<file path="src/err_flags_pkg.sv">
// Constants and carrier types for the link-layer error flag bank
package err_flags_pkg;

    // Register bus geometry and byte offsets
    localparam int ADDR_W = 12;
    localparam int DATA_W = 32;
    localparam logic [11:0] OFF_FLAGS = 12'h000;
    localparam logic [11:0] OFF_CLEAR = 12'h004;
    localparam logic [11:0] OFF_ENABLE = 12'h008;

    // Flag field positions inside the flag register
    localparam int FLAG_W = 9;
    localparam int BIT_TX_ENC = 0;
    localparam int BIT_RX_DEC = 1;
    localparam int BIT_PKT_MEM = 2;
    localparam int BIT_RADIO_MEM = 3;
    localparam int BIT_SCHED_MEM = 4;
    localparam int BIT_ENTRY = 5;
    localparam int BIT_SCHED_PF = 6;
    localparam int BIT_CTRL_PF = 7;
    localparam int BIT_WHITELIST = 8;

    // Reset values
    localparam logic [8:0] FLAGS_RESET = 9'h000;
    localparam logic [8:0] ENABLE_RESET = 9'h000;

    // Bus responses
    localparam logic [1:0] RESP_OKAY = 2'h0;
    localparam logic [1:0] RESP_SLVERR = 2'h2;

    // Memory requestor order; requestor i drives flag BIT_PKT_MEM + i
    localparam int MEM_PKT = 0;
    localparam int MEM_RADIO = 1;
    localparam int MEM_SCHED = 2;
    localparam int MEM_PORTS = 3;

    // Longest wait for a memory grant, rounded down to whole cycles
    localparam int CLK_PERIOD_NS = 5;
    localparam int MEM_WAIT_MAX_NS = 40;
    localparam int MEM_WAIT_CYC = (MEM_WAIT_MAX_NS / CLK_PERIOD_NS) < 1 ?
        1 : (MEM_WAIT_MAX_NS / CLK_PERIOD_NS);
    localparam int WAIT_CNT_W = 4;
    localparam logic [3:0] MEM_WAIT_LAST = 4'(MEM_WAIT_CYC - 1);

    typedef logic [8:0] flag_vec_t;

    // Request and grant of one exchange-memory requestor
    typedef struct packed {
        logic req;
        logic gnt;
    } mem_port_t;

endpackage

</file>
<file path="src/mem_deadline_watch.sv">
`timescale 1ns/1ps
// Watchdog that flags a memory request left ungranted too long
module mem_deadline_watch (
    input wire logic aclk, // System clock
    input wire logic aresetn, // Synchronous reset, active low
    input wire err_flags_pkg::mem_port_t port, // Request and grant
    output logic late // One-cycle pulse on missed deadline
);

    logic [3:0] cnt_reg;
    logic [3:0] cnt_next;
    logic fired_reg;
    logic fired_next;
    logic late_reg;
    logic late_next;

    // Count waiting cycles; one pulse per request, rearmed by grant or by the request dropping
    always_comb begin
        cnt_next = cnt_reg;
        fired_next = fired_reg;
        late_next = 1'b0;
        if (!port.req || port.gnt) begin
            cnt_next = 4'h0;
            fired_next = 1'b0;
        end else if (!fired_reg) begin
            if (cnt_reg == err_flags_pkg::MEM_WAIT_LAST) begin
                late_next = 1'b1;
                fired_next = 1'b1;
            end else begin
                cnt_next = cnt_reg + 4'h1;
            end
        end
    end

    // Register the watchdog state
    always_ff @(posedge aclk) begin
        if (!aresetn) begin
            cnt_reg <= 4'h0;
            fired_reg <= 1'b0;
            late_reg <= 1'b0;
        end else begin
            cnt_reg <= cnt_next;
            fired_reg <= fired_next;
            late_reg <= late_next;
        end
    end

    assign late = late_reg;

endmodule

</file>
<file path="src/link_err_flags.sv">
`timescale 1ns/1ps
// Link-layer error flag bank with AXI4-Lite access and interrupt
// Functional notes
// RULE_01: Whitelist flag (bit 8) sets when the search is still busy as its result is needed.
// RULE_02: A prefetch instant while the first event still runs sets bits 7 and 6.
// RULE_03: Two consecutive scheduling table entries with mismatched offset use set bit 5.
// RULE_04: A scheduler memory request not granted in time sets bit 4.
// RULE_05: A radio controller memory request not served in time sets bit 3.
// RULE_06: A packet controller memory request missing its deadline sets bit 2.
// RULE_07: A received block arriving before the previous one is decrypted sets bit 1.
// RULE_08: A send request meeting no encrypted block ready sets bit 0.
// RULE_09: Flags are read-only, read 1 after their error, and reset to 0.
// RULE_10: A set flag stays set until software clears it through the clear register.
module link_err_flags (
    input wire logic aclk, // System clock, 200 MHz
    input wire logic aresetn, // Synchronous reset, active low
    input wire logic [11:0] s_axi_awaddr, // Write address
    input wire logic s_axi_awvalid, // Write address valid
    output logic s_axi_awready, // Write address ready
    input wire logic [31:0] s_axi_wdata, // Write data
    input wire logic [3:0] s_axi_wstrb, // Write byte strobes
    input wire logic s_axi_wvalid, // Write data valid
    output logic s_axi_wready, // Write data ready
    output logic [1:0] s_axi_bresp, // Write response
    output logic s_axi_bvalid, // Write response valid
    input wire logic s_axi_bready, // Write response ready
    input wire logic [11:0] s_axi_araddr, // Read address
    input wire logic s_axi_arvalid, // Read address valid
    output logic s_axi_arready, // Read address ready
    output logic [31:0] s_axi_rdata, // Read data
    output logic [1:0] s_axi_rresp, // Read response
    output logic s_axi_rvalid, // Read data valid
    input wire logic s_axi_rready, // Read data ready
    input wire logic wl_search_busy, // Whitelist search running
    input wire logic wl_result_needed, // Pulse: search result due
    input wire logic evt_active, // First event not yet ended
    input wire logic evt_next_programmed, // Second event queued
    input wire logic prefetch_instant, // Pulse: prefetch instant
    input wire logic et_entry_valid, // Pulse: table entry read
    input wire logic et_entry_has_offset, // Entry carries an offset
    input wire err_flags_pkg::mem_port_t [2:0] mem_port, // Mem req/gnt
    input wire logic rx_block_in, // Pulse: packet ctrl gets block
    input wire logic rx_decrypt_done, // Pulse: block decrypted
    input wire logic tx_send_req, // Pulse: packet ctrl sends block
    input wire logic tx_block_ready, // Encrypted block is ready
    output logic [8:0] err_flags, // Current flags
    output logic irq // Level interrupt
);

    // Bus state
    logic aw_full_reg;
    logic aw_full_next;
    logic [11:0] awaddr_reg;
    logic [11:0] awaddr_next;
    logic w_full_reg;
    logic w_full_next;
    logic [31:0] wdata_reg;
    logic [31:0] wdata_next;
    logic [3:0] wstrb_reg;
    logic [3:0] wstrb_next;
    logic awready_reg;
    logic awready_next;
    logic wready_reg;
    logic wready_next;
    logic bvalid_reg;
    logic bvalid_next;
    logic [1:0] bresp_reg;
    logic [1:0] bresp_next;
    logic arready_reg;
    logic arready_next;
    logic rvalid_reg;
    logic rvalid_next;
    logic [1:0] rresp_reg;
    logic [1:0] rresp_next;
    logic [31:0] rdata_reg;
    logic [31:0] rdata_next;
    logic wr_fire;
    logic [8:0] wmask;
    err_flags_pkg::flag_vec_t clr_vec;

    // Flag, enable and detector state
    err_flags_pkg::flag_vec_t flags_reg;
    err_flags_pkg::flag_vec_t flags_next;
    err_flags_pkg::flag_vec_t en_reg;
    err_flags_pkg::flag_vec_t en_next;
    err_flags_pkg::flag_vec_t set_vec;
    logic irq_reg;
    logic irq_next;
    logic prev_valid_reg;
    logic prev_valid_next;
    logic prev_off_reg;
    logic prev_off_next;
    logic rx_pend_reg;
    logic rx_pend_next;
    logic [2:0] mem_late;

    // Expand byte strobes over the low flag bits
    function automatic logic [8:0] strobe_mask(input logic [3:0] s);
        logic [31:0] m;
        m = {{8{s[3]}}, {8{s[2]}}, {8{s[1]}}, {8{s[0]}}};
        return m[8:0];
    endfunction

    assign wr_fire = aw_full_reg && w_full_reg && !bvalid_reg;
    assign wmask = strobe_mask(wstrb_reg);

    // Write path: address and data are caught in either order
    always_comb begin
        aw_full_next = aw_full_reg;
        awaddr_next = awaddr_reg;
        w_full_next = w_full_reg;
        wdata_next = wdata_reg;
        wstrb_next = wstrb_reg;
        bvalid_next = bvalid_reg;
        bresp_next = bresp_reg;
        en_next = en_reg;
        clr_vec = '0;
        if (s_axi_awvalid && awready_reg) begin
            aw_full_next = 1'b1;
            awaddr_next = s_axi_awaddr;
        end
        if (s_axi_wvalid && wready_reg) begin
            w_full_next = 1'b1;
            wdata_next = s_axi_wdata;
            wstrb_next = s_axi_wstrb;
        end
        if (wr_fire) begin
            aw_full_next = 1'b0;
            w_full_next = 1'b0;
            bvalid_next = 1'b1;
            bresp_next = err_flags_pkg::RESP_OKAY;
            case (awaddr_reg[11:2])
                err_flags_pkg::OFF_FLAGS[11:2]: begin
                    // Flags are read-only; the write is accepted and dropped
                    clr_vec = '0; // RULE_09
                end
                err_flags_pkg::OFF_CLEAR[11:2]: begin
                    clr_vec = wdata_reg[8:0] & wmask; // RULE_10
                end
                err_flags_pkg::OFF_ENABLE[11:2]: begin
                    en_next = (en_reg & ~wmask) | (wdata_reg[8:0] & wmask);
                end
                default: begin
                    bresp_next = err_flags_pkg::RESP_SLVERR;
                end
            endcase
        end
        if (bvalid_reg && s_axi_bready) begin
            bvalid_next = 1'b0;
        end
        // Readies drop while a response waits, one write at a time
        awready_next = !aw_full_next && !bvalid_next;
        wready_next = !w_full_next && !bvalid_next;
    end

    // Register the write path
    always_ff @(posedge aclk) begin
        if (!aresetn) begin
            aw_full_reg <= 1'b0;
            awaddr_reg <= 12'h000;
            w_full_reg <= 1'b0;
            wdata_reg <= 32'h0000_0000;
            wstrb_reg <= 4'h0;
            awready_reg <= 1'b0;
            wready_reg <= 1'b0;
            bvalid_reg <= 1'b0;
            bresp_reg <= err_flags_pkg::RESP_OKAY;
            en_reg <= err_flags_pkg::ENABLE_RESET;
        end else begin
            aw_full_reg <= aw_full_next;
            awaddr_reg <= awaddr_next;
            w_full_reg <= w_full_next;
            wdata_reg <= wdata_next;
            wstrb_reg <= wstrb_next;
            awready_reg <= awready_next;
            wready_reg <= wready_next;
            bvalid_reg <= bvalid_next;
            bresp_reg <= bresp_next;
            en_reg <= en_next;
        end
    end

    // Read path: data is captured at the address handshake
    always_comb begin
        arready_next = arready_reg;
        rvalid_next = rvalid_reg;
        rresp_next = rresp_reg;
        rdata_next = rdata_reg;
        if (s_axi_arvalid && arready_reg) begin
            rvalid_next = 1'b1;
            rresp_next = err_flags_pkg::RESP_OKAY;
            case (s_axi_araddr[11:2])
                err_flags_pkg::OFF_FLAGS[11:2]: begin
                    rdata_next = {23'h000000, flags_reg}; // RULE_09
                end
                err_flags_pkg::OFF_CLEAR[11:2]: begin
                    rdata_next = 32'h0000_0000;
                end
                err_flags_pkg::OFF_ENABLE[11:2]: begin
                    rdata_next = {23'h000000, en_reg};
                end
                default: begin
                    rdata_next = 32'h0000_0000;
                    rresp_next = err_flags_pkg::RESP_SLVERR;
                end
            endcase
        end else if (rvalid_reg && s_axi_rready) begin
            rvalid_next = 1'b0;
        end
        arready_next = !rvalid_next;
    end

    // Register the read path
    always_ff @(posedge aclk) begin
        if (!aresetn) begin
            arready_reg <= 1'b0;
            rvalid_reg <= 1'b0;
            rresp_reg <= err_flags_pkg::RESP_OKAY;
            rdata_reg <= 32'h0000_0000;
        end else begin
            arready_reg <= arready_next;
            rvalid_reg <= rvalid_next;
            rresp_reg <= rresp_next;
            rdata_reg <= rdata_next;
        end
    end

    // One deadline watchdog per exchange-memory requestor
    genvar gi;
    generate
        for (gi = 0; gi < err_flags_pkg::MEM_PORTS; gi++) begin : g_mem
            mem_deadline_watch u_watch (
                .aclk(aclk),
                .aresetn(aresetn),
                .port(mem_port[gi]),
                .late(mem_late[gi]) // RULE_04 RULE_05 RULE_06
            );
        end
    endgenerate

    // Error detectors; each raises one set pulse for the flag bank
    always_comb begin
        set_vec = '0;
        prev_valid_next = prev_valid_reg;
        prev_off_next = prev_off_reg;
        set_vec[err_flags_pkg::BIT_WHITELIST] =
            wl_result_needed && wl_search_busy; // RULE_01
        // Both units see the same overlap of events
        set_vec[err_flags_pkg::BIT_CTRL_PF] = prefetch_instant &&
            evt_next_programmed && evt_active; // RULE_02
        set_vec[err_flags_pkg::BIT_SCHED_PF] = prefetch_instant &&
            evt_next_programmed && evt_active; // RULE_02
        if (et_entry_valid) begin
            set_vec[err_flags_pkg::BIT_ENTRY] = prev_valid_reg &&
                (prev_off_reg != et_entry_has_offset); // RULE_03
            prev_valid_next = 1'b1;
            prev_off_next = et_entry_has_offset;
        end
        set_vec[err_flags_pkg::BIT_SCHED_MEM] =
            mem_late[err_flags_pkg::MEM_SCHED]; // RULE_04
        set_vec[err_flags_pkg::BIT_RADIO_MEM] =
            mem_late[err_flags_pkg::MEM_RADIO]; // RULE_05
        set_vec[err_flags_pkg::BIT_PKT_MEM] =
            mem_late[err_flags_pkg::MEM_PKT]; // RULE_06
        // Done in the same cycle counts as in time for the new block
        set_vec[err_flags_pkg::BIT_RX_DEC] = rx_block_in &&
            rx_pend_reg && !rx_decrypt_done; // RULE_07
        rx_pend_next = rx_block_in || (rx_pend_reg && !rx_decrypt_done);
        set_vec[err_flags_pkg::BIT_TX_ENC] =
            tx_send_req && !tx_block_ready; // RULE_08
    end

    // Sticky flags: a set in the clearing cycle wins over the clear
    always_comb begin
        flags_next = (flags_reg & ~clr_vec) | set_vec; // RULE_10
        // Interrupt follows the flags it will be compared with
        irq_next = |(flags_next & en_next);
    end

    // Register flags, interrupt and detector history
    always_ff @(posedge aclk) begin
        if (!aresetn) begin
            flags_reg <= err_flags_pkg::FLAGS_RESET; // RULE_09
            irq_reg <= 1'b0;
            prev_valid_reg <= 1'b0;
            prev_off_reg <= 1'b0;
            rx_pend_reg <= 1'b0;
        end else begin
            flags_reg <= flags_next;
            irq_reg <= irq_next;
            prev_valid_reg <= prev_valid_next;
            prev_off_reg <= prev_off_next;
            rx_pend_reg <= rx_pend_next;
        end
    end

    // Outputs straight from flip-flops
    assign s_axi_awready = awready_reg;
    assign s_axi_wready = wready_reg;
    assign s_axi_bvalid = bvalid_reg;
    assign s_axi_bresp = bresp_reg;
    assign s_axi_arready = arready_reg;
    assign s_axi_rvalid = rvalid_reg;
    assign s_axi_rresp = rresp_reg;
    assign s_axi_rdata = rdata_reg;
    assign err_flags = flags_reg;
    assign irq = irq_reg;
endmodule

</file>
<file path="config.mk">
export PLATFORM = sky130hd
export DESIGN_NAME = link_err_flags
export DESIGN_NICKNAME = d
export VERILOG_FILES = /design/src/err_flags_pkg.sv /design/src/mem_deadline_watch.sv /design/src/link_err_flags.sv
export SDC_FILE = /design/constraint.sdc
export NUM_CORES = 1
export LEC_CHECK = 0
export CAP_MARGIN = 30
export CELL_PAD_IN_SITES_DETAIL_PLACEMENT = 1
export CELL_PAD_IN_SITES_GLOBAL_PLACEMENT = 2
export CORE_ASPECT_RATIO = 0.7
export CORE_MARGIN = 4
export CORE_UTILIZATION = 38
export DETAILED_ROUTE_END_ITERATION = 10
export DONT_BUFFER_PORTS = 1
export PLACE_DENSITY = 0.81
export SYNTH_ARGS = -nofsm -noshare
export SYNTH_HDL_FRONTEND = slang
export SYNTH_SLANG_ARGS = --single-unit
export TNS_END_PERCENT = 20
</file>
<file path="constraint.sdc">
create_clock -name aclk -period 7.49 [get_ports aclk]
set_clock_uncertainty 0.15 [all_clocks]
set_input_delay 0.3745 -clock aclk [delete_from_list [all_inputs] [get_ports aclk]]
set_output_delay 0.3745 -clock aclk [all_outputs]
set_load 0.01 [all_outputs]
</file>
### Yosys cells after proc, flatten, opt, wreduce, memory -nomap -nowiden

Cells that the tools add are included.

| storage, ports and cells | value |
|---|---|
| bits of input ports | 84 |
| flip-flop bits (word level) | 106 |
| output and inout port bits | 51 |
| logic and storage cells | 121 |

| operators by class | value |
|---|---|
| $add $sub $neg | 3 |
| reductions and logical operators | 45 |
| multiplexer cells | 22 |
| eq/ne operators | 8 |
| bitwise logic cells | 15 |

Operator list:

| kind | number |
|---|---|
| $and 9x9->9 | 4 |
| $mux 9 | 4 |
| $eq 10x1->1 const B | 2 |
| $eq 10x2->1 const B | 2 |
| $logic_not 10->1 | 2 |
| $not 9->9 | 2 |
| $or 9x9->9 | 2 |
| $pmux 9 s2 | 1 |
| $logic_and 1x1->1 | 17 |
| $mux 1 | 15 |
| $reduce_or 3->1 | 5 |
| $add 4x1->4 const B | 3 |
| $eq 4x3->1 const B | 3 |
| $logic_not 1->1 | 10 |
| $reduce_or 9->1 | 1 |
| $not 1->1 | 7 |
| $reduce_and 2->1 | 3 |
| $reduce_or 2->1 | 3 |
| $logic_or 1x1->1 | 4 |
| $mux 2 | 2 |
| $ne 1x1->1 | 1 |

### Logic depth before layout (Yosys ltp)

| logic depth | value |
|---|---|
| depth after elaboration | 8 |
| gate-level depth with buffers | 7 |
| mapped depth without buffers | 5 |

### Modules after synthesis

From an unflattened synthesis, not the netlist that was laid out.

| unflattened totals | value |
|---|---|
| cells, all modules | 391 |
| area total of the unflattened synthesis | 3398.3 sq um |

Modules (own cells, without submodules):

| module | cells each | instances | area an instance (sq um) | seq. area each (sq um) |
|---|---|---|---|---|
| link_err_flags | 310 | 1 | 2651.3 | 1221.2 |
| mem_deadline_watch | 27 | 3 | 249.0 | 120.1 |

### Least setup slack after synthesis

Ideal clock, no wire load.

| timing | value |
|---|---|
| kind | reg2reg |
| from | register awaddr_reg[7] |
| to | register irq_reg, in the netlist irq |
| period minus slack after synthesis | 2.612 ns |
| arrival time | 2.323 ns |
| cell stages (with the launch flop) | 8 |
| setup time | 0.139 ns |
| required time | 7.201 ns |
| path slack | 4.878 ns |
| path buffers | 2 |
| cells stage by stage | dfxtp_1 > or4_1 > clkbuf_2 > or4_4 > buf_6 > mux2_4 > a222oi_1 > a41oi_1 |

| between the ends | value |
|---|---|
| longest elaborated chain between the ends | 8 |
| elaborated cells between the ends (all ways) | 11 |
| classes of those cells | 2 x eq/ne; 4 x mux; 4 x bitwise; 1 x reduce/logical |

RTL lines:

| item | line | RTL |
|---|---|---|
| start: declaration | link_err_flags.sv:53 | `logic [11:0] awaddr_reg;` |
| start signal: assignment | link_err_flags.sv:171 | `awaddr_reg <= awaddr_next;` |
| $eq 10x1->1 | link_err_flags.sv:132 | `case (awaddr_reg[11:2])` |
| $mux 9 | link_err_flags.sv:132 |  |
| $mux 9 | link_err_flags.sv:127 | `if (wr_fire) begin` |
| $not 9->9 | link_err_flags.sv:275 | `flags_next = (flags_reg & ~clr_vec) \| set_vec;` |
| $and 9x9->9 | link_err_flags.sv:275 |  |
| $or 9x9->9 | link_err_flags.sv:275 |  |
| $and 9x9->9 (*) | link_err_flags.sv:277 | `irq_next = \|(flags_next & en_next);` |
| $reduce_or 9->1 (*) | link_err_flags.sv:277 |  |
| end signal: assignment | link_err_flags.sv:290 | `irq_reg <= irq_next;` |
| end: declaration | link_err_flags.sv:87 | `logic irq_reg;` |

Mark *: on every way between the ends. The rest lies on a longest branch, timed or not.
A chain may end at the register's enable or synchronous reset.

### Worst setup path after layout

Same ends and word-level chain as after synthesis.

==> flow_metrics.py <==
metrics = {
    "global_routing": {
        "antenna_found_initial": 0,
        "grt_max_degree": 28,
        "grt_overflow": 0,
        "grt_usage": 0.1596,
        "grt_pass1_vias": 2491,
        "grt_first_pass_wirelength_um": 12630,
    },
    "finish": {
        "filler_cell_count": 1012,
        "syn_to_final_growth_pct": 10.08,
        "largest_reg_flops": 12,
        "design_area_sq_um": 3675,
        "layout-drive-gt1-share": 0.07330,
        "nets": 464,
        "utilization": 0.4317,
        "insertedDiodeCount": 0,
    },
    "cts": {
        "cts_tree": "yes",
        "clk_path_buf_depth": 2,
        "ctsResizeCount": 0,
        "cts_made_buffers": 9,
        "root_buffer": "clkbuf_16",
        "clkLatencyLatePin_ns": 0.34,
        "clk_pin_slew_ns": 0.06,
        "htreeDepth": 3,
        "clkSinkCount": 79,
    },
    "placement": {
        "numPortBuffers": 0,
        "hpwl_um": 5990,
        "finalWeightedCongestion": 0.7319,
        "place_area_sq_um": 3344,
    },
    "yosys": {
        "synth.avg_cell_area_sq_um": 8.855,
        "netlist_area_sq_um": 3338,
        "ys_seq_elements": 79,
        "yosysWarnings": 0,
        "synthArstFlopShare": 0,
        "synth_area_leaders": "dfxtp_1 (47%), nand2_1 (6.6%), buf_4 (5.6%), a21oi_1 (5.4%), mux2i_1 (3.9%)",
        "synth.most_common_cell": "dfxtp_1",
        "synth_cells": 377,
        "yosysTopAreaCell": "dfxtp_1",
        "netlist.area_leader.share": 0.4738,
        "synth-edff-count": 0,
        "synth_flop_cell": "dfxtp_1",
        "yosysUniqueCellTypes": 46,
        "synth_common_cells": "dfxtp_1 (79), nand2_1 (59), a21oi_1 (36)",
        "yosysSeqAreaShare": 0.4738,
    },
    "power_and_ir_drop": {
        "power.leakage_nw": 1.407,
        "power.density_nw_per_um2": 257.5,
        "power_mw": 0.9463,
        "vdd_drop_max_mv": 0.09593,
    },
    "outcome": {
        "status": "finished clean",
    },
    "floorplan": {
        "die_w_um": 120.0,
        "core_sq_um": 8513,
        "start_util": 0.3921,
        "rows": 28,
        "die_h_um": 86.42,
        "fp.dieArea_sq_um": 10370,
        "ios": 135,
    },
    "job": {
        "timing.max_cap.violations": 0,
    },
    "drt": {
        "drt_iter0_drc": 119,
        "firstDrtPassIters": 5,
        "wl_um": 8125,
        "drc_errors": 0,
        "dr_total_vias": 2512,
        "final_antenna_net_count": 0,
        "wire_per_inst_um": 16.19,
        "via_per_inst": 5.004,
    },
    "hold_path": {
        "min_path_type": "in2reg",
    },
    "timing": {
        "period_needed_ns": 2.742,
        "finalSetupTns_ns": 0,
        "finalMaxSlewViolations": 0,
        "finalHoldViolCount": 0,
        "final-setup-viol-count": 0,
        "grt_setup_unrepaired": "no",
        "finalCritPeriodShare": 0.3661,
        "max_freq_ghz": 0.3647,
    },
    "critical_path": {
        "arrival_ns": 2.79,
        "worstPathCellList": "or4_1 -> or4_4 -> mux2_4 -> a222oi_1 -> a41oi_1",
        "critPathMaxFanout": 8,
        "crit_start": "awaddr_reg[7]$_SDFFE_PN0P_",
        "end_kind": "flip-flop",
        "slowest_stage": "or4_1",
        "ff2ff_path_depth": 5,
        "startpoint_type": "flip-flop",
        "cpPeakStageDelay_ns": 0.66,
        "reg2reg_to": "irq$_SDFF_PN0_",
        "worst-setup-path-type": "reg2reg",
        "required_ns": 7.54,
        "endpoint": "irq$_SDFF_PN0_",
        "ff2ff_setup_slack_ns": 4.75,
        "r2r-start": "awaddr_reg[7]$_SDFFE_PN0P_",
    },
}
[per-stage QoR]
| step | hold WS (ns) | setup WS, ns | instances |
|---|---|---|---|
| CTS | 0.003099 | 4.715 | 501 |
| global placement | 0.2905 | 4.731 | 484 |
| finish | 0.01422 | 4.748 | 502 |
| global route | 0.006248 | 4.633 | 502 |
| detailed placement | 0.2966 | 4.737 | 484 |
| floorplan | 0.2692 | 4.878 | 401 |
[layout by cell type, fill, tap and decap left out, types with 9 or more instances in the layout]
| cell | netlist | final |
|---|---|---|
| a31oi_1 | 9 | 9 |
| nand2_1 | 59 | 59 |
| clkbuf_16 | 0 | 9 |
| mux2i_1 | 13 | 13 |
| dfxtp_1 | 79 | 79 |
| and2_1 | 18 | 18 |
| a21oi_1 | 36 | 36 |
| conb_1 | 1 | 25 |
| inv_1 | 14 | 14 |
| nor2_1 | 25 | 25 |
| or3_1 | 9 | 9 |
[worst min-delay path by stage]
stage                                                   from                                to  slack, ns  cells after the start
finish                                           rx_block_in            rx_pend_reg$_SDFF_PN0_       0.01                      2
global placement                  awaddr_reg[4]$_SDFFE_PN0P_        awaddr_reg[4]$_SDFFE_PN0P_       0.29                      2
global route                                         aresetn           err_flags[1]$_SDFF_PN0_      0.006                      1
detailed placement                    aw_full_reg$_SDFF_PN0_          s_axi_awready$_SDFF_PN0_       0.30                      1
CTS                                                  aresetn           err_flags[7]$_SDFF_PN0_      0.003                      1
floorplan           g_mem[2].u_watch.cnt_reg[3]$_SDFFE_PP0P_  g_mem[2].u_watch.late$_SDFF_PP0_       0.27                      1
[critical path: cells and delay by family, from the launching register on]
| family | cells | cell delay [ns] |
|---|---|---|
| and+or+nand+nor | 2 | 1.31 |
| muxes | 1 | 0.34 |
| AOI/OAI and AO/OA | 2 | 0.49 |
| DFF | 1 | 0.31 |
[layer usage]
| metal | share of wire | wire length, um | GRT usage |
|---|---|---|---|
| met2 | 0.41 | 3343 | 0.2314 |
| met3 | 0.071 | 576 | 0.05610 |
| met5 | 0 | 0 | 0 |
| met4 | 0.016 | 134 | 0.06237 |
| met1 | 0.50 | 4071 | 0.2181 |
[layout make-up]
class | instances | area, sq um | share of cell area
clock inverter | 3 | 40.04 | 0.01090
multi-input combinational | 269 | 1545 | 0.4205
inverter | 14 | 52.55 | 0.01430
tap | 120 | 150.1 | 0.04086
sequential | 79 | 1582 | 0.4304
timing repair buffer | 4 | 35.03 | 0.009534
clock buffer | 13 | 270.3 | 0.07354
[cell families (layout without fill, tap and decap cells)]
group           after synthesis  after routing  share of synthesized area
simple gates                150            150                     0.2260
fa+ha+maj                     3              3                    0.01125
flops                        79             79                     0.4738
other cells                   1             25                   0.001123
xor+xnor                      7              7                    0.01837
compound gates               62             62                     0.1087
mux                          22             22                    0.07046
buf+inv                      53             34                    0.09033
[timing repair]
item                      CTS  global route
hold endpoints to repair    7             1
setup buffers               0             0
hold buffers                1             1
[power breakdown]
part / internal [mW] / switching, mW
clock network: 0.284 / 0.166
registers: 0.434 / 0.0142
logic: 0.0165 / 0.0322
total: 0.734 / 0.212
No activity file was read; power rests on OpenSTA's default activity.
